`config.mk`:
```
export PLATFORM = sky130hd
export DESIGN_NAME = oecc_top
export DESIGN_NICKNAME = d
export VERILOG_FILES = /design/src/design/oecc_sync.v /design/src/design/oecc_stable.v /design/src/design/oecc_top.v
export VERILOG_INCLUDE_DIRS = /design/src /design/src/design
export SDC_FILE = /design/constraint.sdc
export NUM_CORES = 1
export LEC_CHECK = 0
export ABC_CLOCK_PERIOD_IN_PS = 2600
export BUFFER_PORTS_ARGS = -buffer_cell sky130_fd_sc_hd__buf_2
export CORE_ASPECT_RATIO = 0.5
export CORE_MARGIN = 2
export CORE_UTILIZATION = 50
export CTS_BUF_LIST = sky130_fd_sc_hd__clkbuf_4
export CTS_CLUSTER_DIAMETER = 40
export DETAILED_ROUTE_END_ITERATION = 8
export GPL_ROUTABILITY_DRIVEN = 0
export PLACE_DENSITY = 0.85
export REMOVE_ABC_BUFFERS = 1
export SYNTH_ARGS = -nofsm -noshare
export SYNTH_HDL_FRONTEND = slang
export SYNTH_HIERARCHICAL = 1
export SYNTH_SLANG_ARGS = --single-unit
```
`constraint.sdc`:
```
create_clock -name clk_i -period 2.6 [get_ports clk_i]
set_input_delay 0.39 -clock clk_i [delete_from_list [all_inputs] [get_ports clk_i]]
set_output_delay 0.39 -clock clk_i [all_outputs]
set_load 0.02 [all_outputs]
```
`src/design/oecc_regs.vh`:
```
// register map, field positions and reset values of the oscillator enable control block
// assumes a classic wishbone slave with 32-bit data and byte-lane selects
//
// Contract
// - The control register takes byte, half-word and word accesses and answers each without extra wait states.
// - Bits 30 to 26 of the control register are reserved, read as zero and are left at zero by software.
// - The loop stable flag at bit 24+1 is read-only, set by hardware when the loop is ready and resets to 0.
// - Software sets and clears the loop enable at bit 24, 1 meaning on, resetting to 0.
// - Entry to Standby or Deepsleep clears the loop enable and the external oscillator enable by hardware.
// - While the loop drives the system clock a software clear of the loop enable is ignored.
// - Bit 19 switches the clock failure detector on or off and resets to 0.
// - Bit 18 selects bypass of the external crystal when 1 and resets to 0.
// - A write to the bypass select only takes effect while the external oscillator is disabled.
// - The external stable flag at bit 17 is read-only, set by hardware when the oscillator is stable and resets to 0.
// - Software turns the external oscillator on or off through bit 16, 1 meaning on, resetting to 0.
// - While the external oscillator drives the system clock a software clear of its enable is ignored; the code does so only when it is selected directly.
// - The system clock only switches to a requested source once that source reports stable.
// - An external oscillator failure moves the system clock to the internal oscillator and stops detector, external oscillator and, if used, the loop.
// - A source becoming stable raises an interrupt request when its interrupt is enabled.
`ifndef OECC_REGS_VH
`define OECC_REGS_VH

// byte offsets
`define OECC_CTRL_OFS        8'h00
`define OECC_INT_STS_OFS     8'h04
`define OECC_INT_CLR_OFS     8'h08
`define OECC_INT_EN_OFS      8'h0C
`define OECC_LOOP_CFG_OFS    8'h10
`define OECC_SYS_SEL_OFS     8'h14

// control register fields
`define OECC_LOOP_STABLE_BIT 25
`define OECC_LOOP_EN_BIT     24
`define OECC_FDET_EN_BIT     19
`define OECC_BYPASS_BIT      18
`define OECC_EXT_STABLE_BIT  17
`define OECC_EXT_EN_BIT      16
`define OECC_RESD_HI         30
`define OECC_RESD_LO         26

// loop configuration fields
`define OECC_LOOP_SRC_BIT    0
`define OECC_LOOP_MULT_LO    1
`define OECC_LOOP_MULT_HI    6

// system clock select fields
`define OECC_REQ_LO          0
`define OECC_REQ_HI          1
`define OECC_CUR_LO          2
`define OECC_CUR_HI          3

// source codes
`define OECC_SRC_INT         2'h0
`define OECC_SRC_EXT         2'h1
`define OECC_SRC_LOOP        2'h2

// interrupt bits
`define OECC_IRQ_EXT_BIT     0
`define OECC_IRQ_LOOP_BIT    1
`define OECC_IRQ_FAIL_BIT    2
`define OECC_IRQ_W           3

// reset values
`define OECC_CTRL_RST        32'h0000_0000
`define OECC_LOOP_CFG_RST    7'h00
`define OECC_IRQ_RST         3'h0

`endif

```
`src/design/oecc_sync.v`:
```
// two-flop synchroniser for a bundle of independent level inputs
// assumes each bit is a slow level from another domain; no bus coherence across bits
`timescale 1ns/1ps
`default_nettype none

module oecc_sync #(
    parameter WIDTH = 1
) (
    input  wire             clk_i,
    input  wire             rst_i,
    input  wire [WIDTH-1:0] d_i,
    output reg  [WIDTH-1:0] q_o
);

    reg [WIDTH-1:0] meta_r;

    // first stage feeds only the second stage
    always @(posedge clk_i) begin
        if (rst_i) begin
            meta_r <= {WIDTH{1'b0}};
            q_o    <= {WIDTH{1'b0}};
        end else begin
            meta_r <= d_i;
            q_o    <= meta_r;
        end
    end

endmodule // oecc_sync

`default_nettype wire

```
`src/design/oecc_stable.v`:
```
// stable flag of one clock source, qualified by its enable, with a rise pulse
// assumes ready_i is already synchronised to clk_i
`timescale 1ns/1ps
`default_nettype none

module oecc_stable (
    input  wire clk_i,
    input  wire rst_i,
    input  wire en_i,
    input  wire ready_i,
    output reg  stable_o,
    output reg  rise_o
);

    wire stable_nxt;

    // enable gates the flag so a stopped source never reads ready
    assign stable_nxt = en_i & ready_i;

    always @(posedge clk_i) begin
        if (rst_i) begin
            stable_o <= 1'b0;
            rise_o   <= 1'b0;
        end else begin
            stable_o <= stable_nxt;
            rise_o   <= stable_nxt & ~stable_o;
        end
    end

endmodule // oecc_stable

`default_nettype wire

```
`src/design/oecc_top.v`:
```
// oscillator enable control: control register, loop configuration, system clock
// selection, failure handling and stable-event interrupts behind a wishbone slave
// assumes analogue ready and failure indications arrive asynchronously on pins and
// low-power entry strobes come from logic on clk_i
`timescale 1ns/1ps
`default_nettype none
`include "oecc_regs.vh"

module oecc_top (
    input  wire        clk_i,
    input  wire        rst_i,
    // wishbone classic slave
    input  wire        wb_cyc_i,
    input  wire        wb_stb_i,
    input  wire        wb_we_i,
    input  wire [7:0]  wb_adr_i,
    input  wire [3:0]  wb_sel_i,
    input  wire [31:0] wb_dat_i,
    output reg  [31:0] wb_dat_o,
    output reg         wb_ack_o,
    // analogue side
    input  wire        ext_ready_i,
    input  wire        loop_ready_i,
    input  wire        ext_fail_i,
    input  wire        standby_entry_i,
    input  wire        deepsleep_entry_i,
    output reg         ext_osc_en_o,
    output reg         ext_bypass_o,
    output reg         loop_en_o,
    output reg         fail_det_en_o,
    output reg         loop_src_o,
    output reg  [5:0]  loop_mult_o,
    output reg  [1:0]  sys_clk_sel_o,
    output reg         irq_o
);

    // byte-lane mask from the select lines
    function [31:0] lane_mask;
        input [3:0] sel;
        begin
            lane_mask = {{8{sel[3]}}, {8{sel[2]}}, {8{sel[1]}}, {8{sel[0]}}};
        end
    endfunction

    // a source code is valid only for the three defined sources
    function src_valid;
        input [1:0] code;
        begin
            src_valid = (code == `OECC_SRC_INT) || (code == `OECC_SRC_EXT) ||
                        (code == `OECC_SRC_LOOP);
        end
    endfunction

    // register state
    reg        ext_en_r;
    reg        ext_en_nxt;
    reg        bypass_r;
    reg        bypass_nxt;
    reg        loop_en_r;
    reg        loop_en_nxt;
    reg        fdet_en_r;
    reg        fdet_en_nxt;
    reg        loop_src_r;
    reg        loop_src_nxt;
    reg  [5:0] loop_mult_r;
    reg  [5:0] loop_mult_nxt;
    reg  [1:0] req_r;
    reg  [1:0] req_nxt;
    reg  [1:0] cur_r;
    reg  [1:0] cur_nxt;
    reg  [`OECC_IRQ_W-1:0] sts_r;
    reg  [`OECC_IRQ_W-1:0] sts_nxt;
    reg  [`OECC_IRQ_W-1:0] ien_r;
    reg  [`OECC_IRQ_W-1:0] ien_nxt;
    reg  [31:0] rd_nxt;

    // reset image of the control register, split into its fields below
    wire [31:0] ctrl_rst;

    assign ctrl_rst = `OECC_CTRL_RST;

    // pins from the analogue domain
    wire [2:0] pin_sync;
    wire       ext_ready_s;
    wire       loop_ready_s;
    wire       ext_fail_s;

    oecc_sync #(
        .WIDTH (3)
    ) u_sync (
        .clk_i (clk_i),
        .rst_i (rst_i),
        .d_i   ({ext_fail_i, loop_ready_i, ext_ready_i}),
        .q_o   (pin_sync)
    );

    assign ext_ready_s  = pin_sync[0];
    assign loop_ready_s = pin_sync[1];
    assign ext_fail_s   = pin_sync[2];

    // stable flags: index 0 external oscillator, index 1 loop
    wire [1:0] src_en;
    wire [1:0] src_ready;
    wire [1:0] stable;
    wire [1:0] stable_rise;

    // next-state enables, so a flag drops on the same edge as its enable
    assign src_en    = {loop_en_nxt, ext_en_nxt};
    assign src_ready = {loop_ready_s, ext_ready_s};

    genvar g;
    generate
        for (g = 0; g < 2; g = g + 1) begin : g_stable
            oecc_stable u_stable (
                .clk_i    (clk_i),
                .rst_i    (rst_i),
                .en_i     (src_en[g]),
                .ready_i  (src_ready[g]),
                .stable_o (stable[g]),
                .rise_o   (stable_rise[g])
            );
        end
    endgenerate

    wire ext_stable;
    wire loop_stable;

    assign ext_stable  = stable[0];
    assign loop_stable = stable[1];

    // bus decode; every access is answered in the cycle after the strobe
    wire bus_req;
    wire bus_wr;
    wire [31:0] wmask;

    assign bus_req = wb_cyc_i & wb_stb_i & ~wb_ack_o;
    assign bus_wr  = bus_req & wb_we_i;
    assign wmask   = lane_mask(wb_sel_i);

    wire wr_ctrl;
    wire wr_clr;
    wire wr_ien;
    wire wr_cfg;
    wire wr_sel;

    assign wr_ctrl = bus_wr && (wb_adr_i == `OECC_CTRL_OFS);
    assign wr_clr  = bus_wr && (wb_adr_i == `OECC_INT_CLR_OFS);
    assign wr_ien  = bus_wr && (wb_adr_i == `OECC_INT_EN_OFS);
    assign wr_cfg  = bus_wr && (wb_adr_i == `OECC_LOOP_CFG_OFS);
    assign wr_sel  = bus_wr && (wb_adr_i == `OECC_SYS_SEL_OFS);

    // current register images
    wire [31:0] ctrl_img;
    wire [31:0] cfg_img;
    wire [31:0] sel_img;

    // reserved bits always read zero
    assign ctrl_img = {1'b0, 5'h00, loop_stable, loop_en_r, 4'h0, fdet_en_r,
                       bypass_r, ext_stable, ext_en_r, 16'h0000};
    assign cfg_img  = {25'h0000000, loop_mult_r, loop_src_r};
    assign sel_img  = {28'h0000000, cur_r, req_r};

    // merged write data: unselected lanes keep their value
    wire [31:0] ctrl_wv;
    wire [31:0] cfg_wv;
    wire [31:0] sel_wv;

    assign ctrl_wv = (ctrl_img & ~wmask) | (wb_dat_i & wmask);
    assign cfg_wv  = (cfg_img & ~wmask) | (wb_dat_i & wmask);
    assign sel_wv  = (sel_img & ~wmask) | (wb_dat_i & wmask);

    // hardware events
    wire low_power;
    wire ext_in_use;
    wire fail_evt;

    assign low_power  = standby_entry_i | deepsleep_entry_i;
    // external oscillator feeds the system clock directly or through the loop
    assign ext_in_use = (cur_r == `OECC_SRC_EXT) ||
                        ((cur_r == `OECC_SRC_LOOP) && loop_src_r);
    assign fail_evt   = ext_fail_s & fdet_en_r & ext_in_use;

    // control register update; hardware clears outrank software
    always @* begin
        ext_en_nxt  = ext_en_r;
        bypass_nxt  = bypass_r;
        loop_en_nxt = loop_en_r;
        fdet_en_nxt = fdet_en_r;
        if (wr_ctrl) begin
            loop_en_nxt = ctrl_wv[`OECC_LOOP_EN_BIT];
            if (cur_r == `OECC_SRC_LOOP) begin
                loop_en_nxt = 1'b1;
            end
            ext_en_nxt = ctrl_wv[`OECC_EXT_EN_BIT];
            if (cur_r == `OECC_SRC_EXT) begin
                ext_en_nxt = 1'b1;
            end
            fdet_en_nxt = ctrl_wv[`OECC_FDET_EN_BIT];
            if (!ext_en_r) begin
                bypass_nxt = ctrl_wv[`OECC_BYPASS_BIT];
            end
        end
        if (fail_evt) begin
            ext_en_nxt  = 1'b0;
            fdet_en_nxt = 1'b0;
            if (cur_r == `OECC_SRC_LOOP) begin
                loop_en_nxt = 1'b0;
            end
        end
        if (low_power) begin
            ext_en_nxt  = 1'b0;
            loop_en_nxt = 1'b0;
        end
    end

    // loop settings are frozen while the loop runs
    always @* begin
        loop_src_nxt  = loop_src_r;
        loop_mult_nxt = loop_mult_r;
        if (wr_cfg && !loop_en_r) begin
            loop_src_nxt  = cfg_wv[`OECC_LOOP_SRC_BIT];
            loop_mult_nxt = cfg_wv[`OECC_LOOP_MULT_HI:`OECC_LOOP_MULT_LO];
        end
    end

    // system clock selection
    always @* begin
        req_nxt = req_r;
        cur_nxt = cur_r;
        if (wr_sel && src_valid(sel_wv[`OECC_REQ_HI:`OECC_REQ_LO])) begin
            req_nxt = sel_wv[`OECC_REQ_HI:`OECC_REQ_LO];
        end
        case (req_r)
            `OECC_SRC_INT: begin
                cur_nxt = `OECC_SRC_INT;
            end
            `OECC_SRC_EXT: begin
                // never land on a source whose enable drops on this edge
                if (ext_stable && ext_en_nxt) begin
                    cur_nxt = `OECC_SRC_EXT;
                end
            end
            `OECC_SRC_LOOP: begin
                if (loop_stable && loop_en_nxt) begin
                    cur_nxt = `OECC_SRC_LOOP;
                end
            end
            default: begin
                cur_nxt = cur_r;
            end
        endcase
        // fall back to the internal oscillator, which is always running
        if (fail_evt || low_power) begin
            req_nxt = `OECC_SRC_INT;
            cur_nxt = `OECC_SRC_INT;
        end
    end

    // interrupt status: a new event wins over a clear in the same cycle
    wire [`OECC_IRQ_W-1:0] evt;

    assign evt = {fail_evt, stable_rise[1], stable_rise[0]};

    always @* begin
        sts_nxt = sts_r;
        ien_nxt = ien_r;
        if (wr_clr) begin
            sts_nxt = sts_r & ~wb_dat_i[`OECC_IRQ_W-1:0];
        end
        sts_nxt = sts_nxt | evt;
        if (wr_ien && wb_sel_i[0]) begin
            ien_nxt = wb_dat_i[`OECC_IRQ_W-1:0];
        end
    end

    // read mux; unmapped and write-only offsets read zero
    always @* begin
        case (wb_adr_i)
            `OECC_CTRL_OFS:     rd_nxt = ctrl_img;
            `OECC_INT_STS_OFS:  rd_nxt = {29'h00000000, sts_r};
            `OECC_INT_EN_OFS:   rd_nxt = {29'h00000000, ien_r};
            `OECC_LOOP_CFG_OFS: rd_nxt = cfg_img;
            `OECC_SYS_SEL_OFS:  rd_nxt = sel_img;
            default:            rd_nxt = 32'h0000_0000;
        endcase
    end

    always @(posedge clk_i) begin
        if (rst_i) begin
            ext_en_r    <= ctrl_rst[`OECC_EXT_EN_BIT];
            bypass_r    <= ctrl_rst[`OECC_BYPASS_BIT];
            loop_en_r   <= ctrl_rst[`OECC_LOOP_EN_BIT];
            fdet_en_r   <= ctrl_rst[`OECC_FDET_EN_BIT];
            loop_src_r  <= 1'b0;
            loop_mult_r <= 6'h00;
            req_r       <= `OECC_SRC_INT;
            cur_r       <= `OECC_SRC_INT;
            sts_r       <= `OECC_IRQ_RST;
            ien_r       <= `OECC_IRQ_RST;
            wb_ack_o    <= 1'b0;
            wb_dat_o    <= 32'h0000_0000;
        end else begin
            ext_en_r    <= ext_en_nxt;
            bypass_r    <= bypass_nxt;
            loop_en_r   <= loop_en_nxt;
            fdet_en_r   <= fdet_en_nxt;
            loop_src_r  <= loop_src_nxt;
            loop_mult_r <= loop_mult_nxt;
            req_r       <= req_nxt;
            cur_r       <= cur_nxt;
            sts_r       <= sts_nxt;
            ien_r       <= ien_nxt;
            wb_ack_o    <= bus_req;
            if (bus_req && !wb_we_i) begin
                wb_dat_o <= rd_nxt;
            end
        end
    end

    // outputs load the same next-state values as the registers, so each pin
    // equals its field with no extra flop of lag
    always @(posedge clk_i) begin
        if (rst_i) begin
            ext_osc_en_o  <= 1'b0;
            ext_bypass_o  <= 1'b0;
            loop_en_o     <= 1'b0;
            fail_det_en_o <= 1'b0;
            loop_src_o    <= 1'b0;
            loop_mult_o   <= 6'h00;
            sys_clk_sel_o <= `OECC_SRC_INT;
            irq_o         <= 1'b0;
        end else begin
            ext_osc_en_o  <= ext_en_nxt;
            ext_bypass_o  <= bypass_nxt;
            loop_en_o     <= loop_en_nxt;
            fail_det_en_o <= fdet_en_nxt;
            loop_src_o    <= loop_src_nxt;
            loop_mult_o   <= loop_mult_nxt;
            sys_clk_sel_o <= cur_nxt;
            irq_o         <= |(sts_nxt & ien_nxt);
        end
    end

endmodule // oecc_top

`default_nettype wire

```
After elaboration in Yosys (flattened, before gate mapping)
Cells that the tools add are included.
Word-level totals
  register bits after elaboration: 65
  bits in latches: 0
  RAM bits: 0
  ROM bits: 0
  input bits: 54
  output and inout port bits: 47
  memories: 0
Operators by class
  $add $sub $neg: 0
  $mul: 0
  divide/modulo/power cells: 0
  $lt $le $gt $ge: 0
  eq/ne operators: 13
  shifts and indexed selects: 0
  multiplexer cells: 15
  bitwise logic cells: 26
  reduce and logical (&&, ||, !) cells: 27
Operators by type and width (count)
  one-hot mux 26 bit (5 select lines): 1
  bitwise AND 25 bit: 2
  NOT 25 bit: 1
  bitwise OR 25 bit: 1
  equality test 8 x 4 -> 1 bit, second input constant: 2
  equality test 8 x 5 -> 1 bit, second input constant: 2
  logical AND 1 bit: 12
  bitwise AND 1 bit: 9
  2-to-1 mux 1 bit: 9
  equality test 8 x 3 -> 1 bit, second input constant: 1
  zero test 8 bit: 1
  bitwise AND 7 bit: 1
  bitwise OR 7 bit: 1
  bitwise AND 3 bit: 2
  equality test 2 x 1 -> 1 bit, second input constant: 3
  equality test 2 bit, second input constant: 3
  2-to-1 mux 3 bit: 2
  one-hot mux 2 bit (3 select lines): 1
  zero test 2 bit: 2
  logical OR 1 bit: 4
  2-to-1 mux 2 bit: 2
  inequality test 2 bit, second input constant: 2
  NOT 1 bit: 4
  OR reduction 2 bit: 2
  other kinds (10): 11

Logic depth before layout (Yosys ltp)
  depth after elaboration: 11
  depth in mapped cells: 6
  mapped depth without buffers: 5

Modules after synthesis
Netlist, hierarchy kept.
Modules (own cells, without submodules)
  oecc_top: times used 1, cells each 206, area an instance 1879.3 um^2, sequential area each 720.7 um^2
  oecc_sync: times used 1, cells each 12, area an instance 157.7 um^2, sequential area each 120.1 um^2
  oecc_stable: times used 2, cells each 4, area an instance 61.3 um^2, sequential area each 40.0 um^2

Least setup slack after synthesis
No wires, ideal clock.
  path type: input to register
  start point: in wb_adr_i[5]
  end point: reg req_r[0]
  arrival time: 1.550 ns
  required time: 2.484 ns
  setup slack: 0.934 ns
  stages: 5
  buffers on the path: 0
  cells stage by stage: or3_4 -> nor3_4 -> nand3_2 -> or3_1 -> o211a_1
Between the ends
  word-level cells in the longest chain between the ends: 3
RTL lines
  start: declaration: line oecc_top.v:16  | input wire [7:0] wb_adr_i,
  equality test 8 x 5 -> 1 bit
  logical AND 1 bit: line oecc_top.v:150  | assign wr_sel = bus_wr && (wb_adr_i == `OECC_SYS_SEL_OFS);
  logical AND 1 bit: line oecc_top.v:230  | if (wr_sel && src_valid(sel_wv[`OECC_REQ_HI:`OECC_REQ_LO])) begin
  end signal: assignment: line oecc_top.v:296  | req_r <= `OECC_SRC_INT;
  end signal: assignment: line oecc_top.v:309  | req_r <= req_nxt;
  end: declaration: line oecc_top.v:67  | reg [1:0] req_r;
Every way passes these cells.
A chain may end at the register's enable or synchronous reset.

Worst setup path after layout
  start point: reg wb_ack_o
  end point: reg g_stable[0].u_stable.rise_o
Between the ends
  word-level cells in the longest chain between the ends: 9
RTL lines
  start: declaration: line oecc_top.v:20  | output reg wb_ack_o,
  start signal: assignment: line oecc_top.v:313  | wb_ack_o <= bus_req;
  NOT 1 bit: line oecc_top.v:136  | assign bus_req = wb_cyc_i & wb_stb_i & ~wb_ack_o;
  bitwise AND 1 bit: line oecc_top.v:136
  bitwise AND 1 bit: line oecc_top.v:137  | assign bus_wr = bus_req & wb_we_i;
  logical AND 1 bit: line oecc_top.v:146  | assign wr_ctrl = bus_wr && (wb_adr_i == `OECC_CTRL_OFS);
  2-to-1 mux 1 bit: line oecc_top.v:189  | if (wr_ctrl) begin
  2-to-1 mux 1 bit: line oecc_top.v:203  | if (fail_evt) begin
  2-to-1 mux 1 bit: line oecc_top.v:210  | if (low_power) begin
  net ext_en_nxt: line oecc_top.v:56  | reg ext_en_nxt;
  bitwise AND 1 bit: line oecc_stable.v:18  | assign stable_nxt = en_i & ready_i;
  bitwise AND 1 bit: line oecc_stable.v:26  | rise_o <= stable_nxt & ~stable_o;
  end signal: assignment: line oecc_stable.v:26
  end: declaration: line oecc_stable.v:12  | output reg rise_o
The timed path passes the listed nets, and every way through them passes these cells.

==> flow_summary.json <==
{
  "min-delay-path-class": "input pin to flop",
  "yosysSeqAreaShare": 0.426,
  "outcome": "finished, final reports clean",
  "num_antenna_cells": 0,
  "critical_path_class": "flop to flop",
  "holdWs_ps": 230,
  "hold_violations": 0,
  "yosysWarningCount": 6,
  "pin_count": 101,
  "grt-ovfl-total": 0,
  "yosysUniqueCellTypes": 52,
  "total_power_mw": 1.13,
  "synthTopCellsByArea": "dfxtp_1 (43%), mux2i_1 (8.8%), buf_4 (7.3%)",
  "grt_pass1_vias": 1698,
  "finalWorstPathRequiredPeriod_ps": 1830,
  "tritoncts": "done",
  "synthCells": 226,
  "final_cells": 339,
  "final_util": 0.612,
  "critPathLaunchType": "flop",
  "cts_inserted_buffers": 5,
  "drc": 0,
  "clock-root-buffer": "clkbuf_4",
  "syn_area_um2": 2160,
  "yosysMostFrequentCell": "dfxtp_1",
  "fin_crit_sh": 0.705,
  "placed_cells": 332,
  "holdBufCountCts": 0,
  "dieArea_um2": 4890,
  "die-width_um": 96.9,
  "p_leak_nw": 1.10,
  "start_util": 0.537,
  "grtUsageTotal": 0.197,
  "hpwl_um": 3670,
  "cts_setup_buffers": 0,
  "dpl_cell_area_um2": 2420,
  "h-tree-depth": 2,
  "grt_max_degree": 40,
  "crit_arrival_ps": 2090,
  "relSlewSlack": 0.544,
  "crit_path_end_kind": "flop",
  "num_vias": 1795,
  "post-place-ws_ps": 564,
  "synthTopCellsByCount": "dfxtp_1 (46), nor2_1 (28), buf_4 (21)",
  "drv_cap": 0,
  "maxSlewViolCount": 0,
  "fin_skew_ps": 5.54,
  "die_y_um": 50.5,
  "drtAntennaViolNets": 0,
  "async_flop_share": 0,
  "synth_largest_area_cell": "dfxtp_1",
  "drt_iter0_drc": 89,
  "p_per_area_nw_per_um2": 460,
  "rows": 16,
  "drive_above_1_share": 0.295,
  "clockBufferDepth": 2,
  "grt_pass1_wl_um": 7680,
  "finalSetupViolCount": 0,
  "clkLatencyLatePin_ps": 360,
  "stdcell_area_um2": 2460,
  "path_clk_slew_ps": 130,
  "synth_seq_cells": 46,
  "tns_ps": 0,
  "ir_drop_v": 0.000234,
  "cts_sinks": 46,
  "dr.pass1.iters": 5,
  "portBuffers": 59,
  "coreArea_um2": 4020,
  "fin_ws_ps": 768,
  "nFillCells": 343,
  "viasPerCell": 5.29,
  "post_cts_resized": 0,
  "rsz0062_at_grt": "no",
  "synth_enable_flop_cells": 0,
  "synth_top_cell_area_share": 0.426,
  "drt-total-wl_um": 4680,
  "critPathMaxFanout": 5,
  "area_delta_synth_final_pct": 14.1,
  "nNetsFinal": 339,
  "synth_ff_type": "dfxtp_1",
  "tightest_slew_ps": 679,
  "routedWlPerCell_um": 13.8,
  "fmax_mhz": 546,
  "antenna_found_initial": 0,
  "worstPathRequired_ps": 2860,
  "avgSynthCellArea_um2": 9.56
}
cell type report:
type                            count  area [um2]  area share
Multi-Input combinational cell    165        1090       0.444
Sequential cell                    46         921       0.374
Timing Repair Buffer               61         310       0.126
Tap cell                           54        67.6      0.0274
Clock buffer                        5        37.5      0.0152
Inverter                            6        22.5     0.00914
Clock inverter                      2        10.0     0.00406
power breakdown:
part           leakage (nW)  total, mW  internal [mW]  switching (mW)
logic                 0.694      0.105         0.0345          0.0709
registers             0.372      0.711          0.710         0.00159
clock network        0.0308      0.317         0.0975           0.219
worst paths after layout:
path	slack [ps]	from	cells after the start	to
worst min register to register	450	u_sync/meta_r[2]	1	u_sync/q_o[2]
worst min-delay path	230	ext_ready_i	2	u_sync/meta_r[0]
worst max-delay path	770	wb_ack_o	5	g_stable[0].u_stable/rise_o
worst max register to register	770	wb_ack_o	5	g_stable[0].u_stable/rise_o
cells in the final DEF (no fill, tap or decap), types with 2 or more instances in the layout:
master,n
and4bb_1,2
o22ai_1,3
nand2_1,10
nand4_1,2
mux2i_1,19
and3_1,2
a21oi_1,4
buf_2,59
dfxtp_1,46
nor2b_1,10
nand3_1,3
clkinv_2,2
nand4b_1,2
nor2_1,28
nor3_1,3
clkbuf_4,5
conb_1,19
nor4_1,3
and2_1,2
inv_1,6
nor3_2,3
and3b_1,2
nor4_2,2
buf_4,2
and4b_1,2
a22oi_1,13
or2_2,4
nand2b_1,3
kinds of logic after synthesis:
logic type             after synthesis  share of synthesized area
AOI/OAI and AO/OA                   32                      0.111
buffers and inverters               33                     0.0979
DFF                                 46                      0.426
muxes                               20                     0.0933
other                                1                    0.00174
and+or+nand+nor                     94                      0.269
worst max-delay path, cell delays in order, from the launching register on:
cell and delay [ps]:
dfxtp_1 360, and4b_1 330, and4_1 340, mux2i_1 370
nor4_1 110, and4bb_1 230
per-layer routing:
layer / up-vias / track usage / wire length, um
met4: 0 / 0.0869 / 63
li1: 884 / - / -
met2: 69 / 0.334 / 2250
met1: 835 / 0.240 / 2030
met5: - / 0 / 0
met3: 7 / 0.0529 / 343
Power figures use the tool's default switching activity.
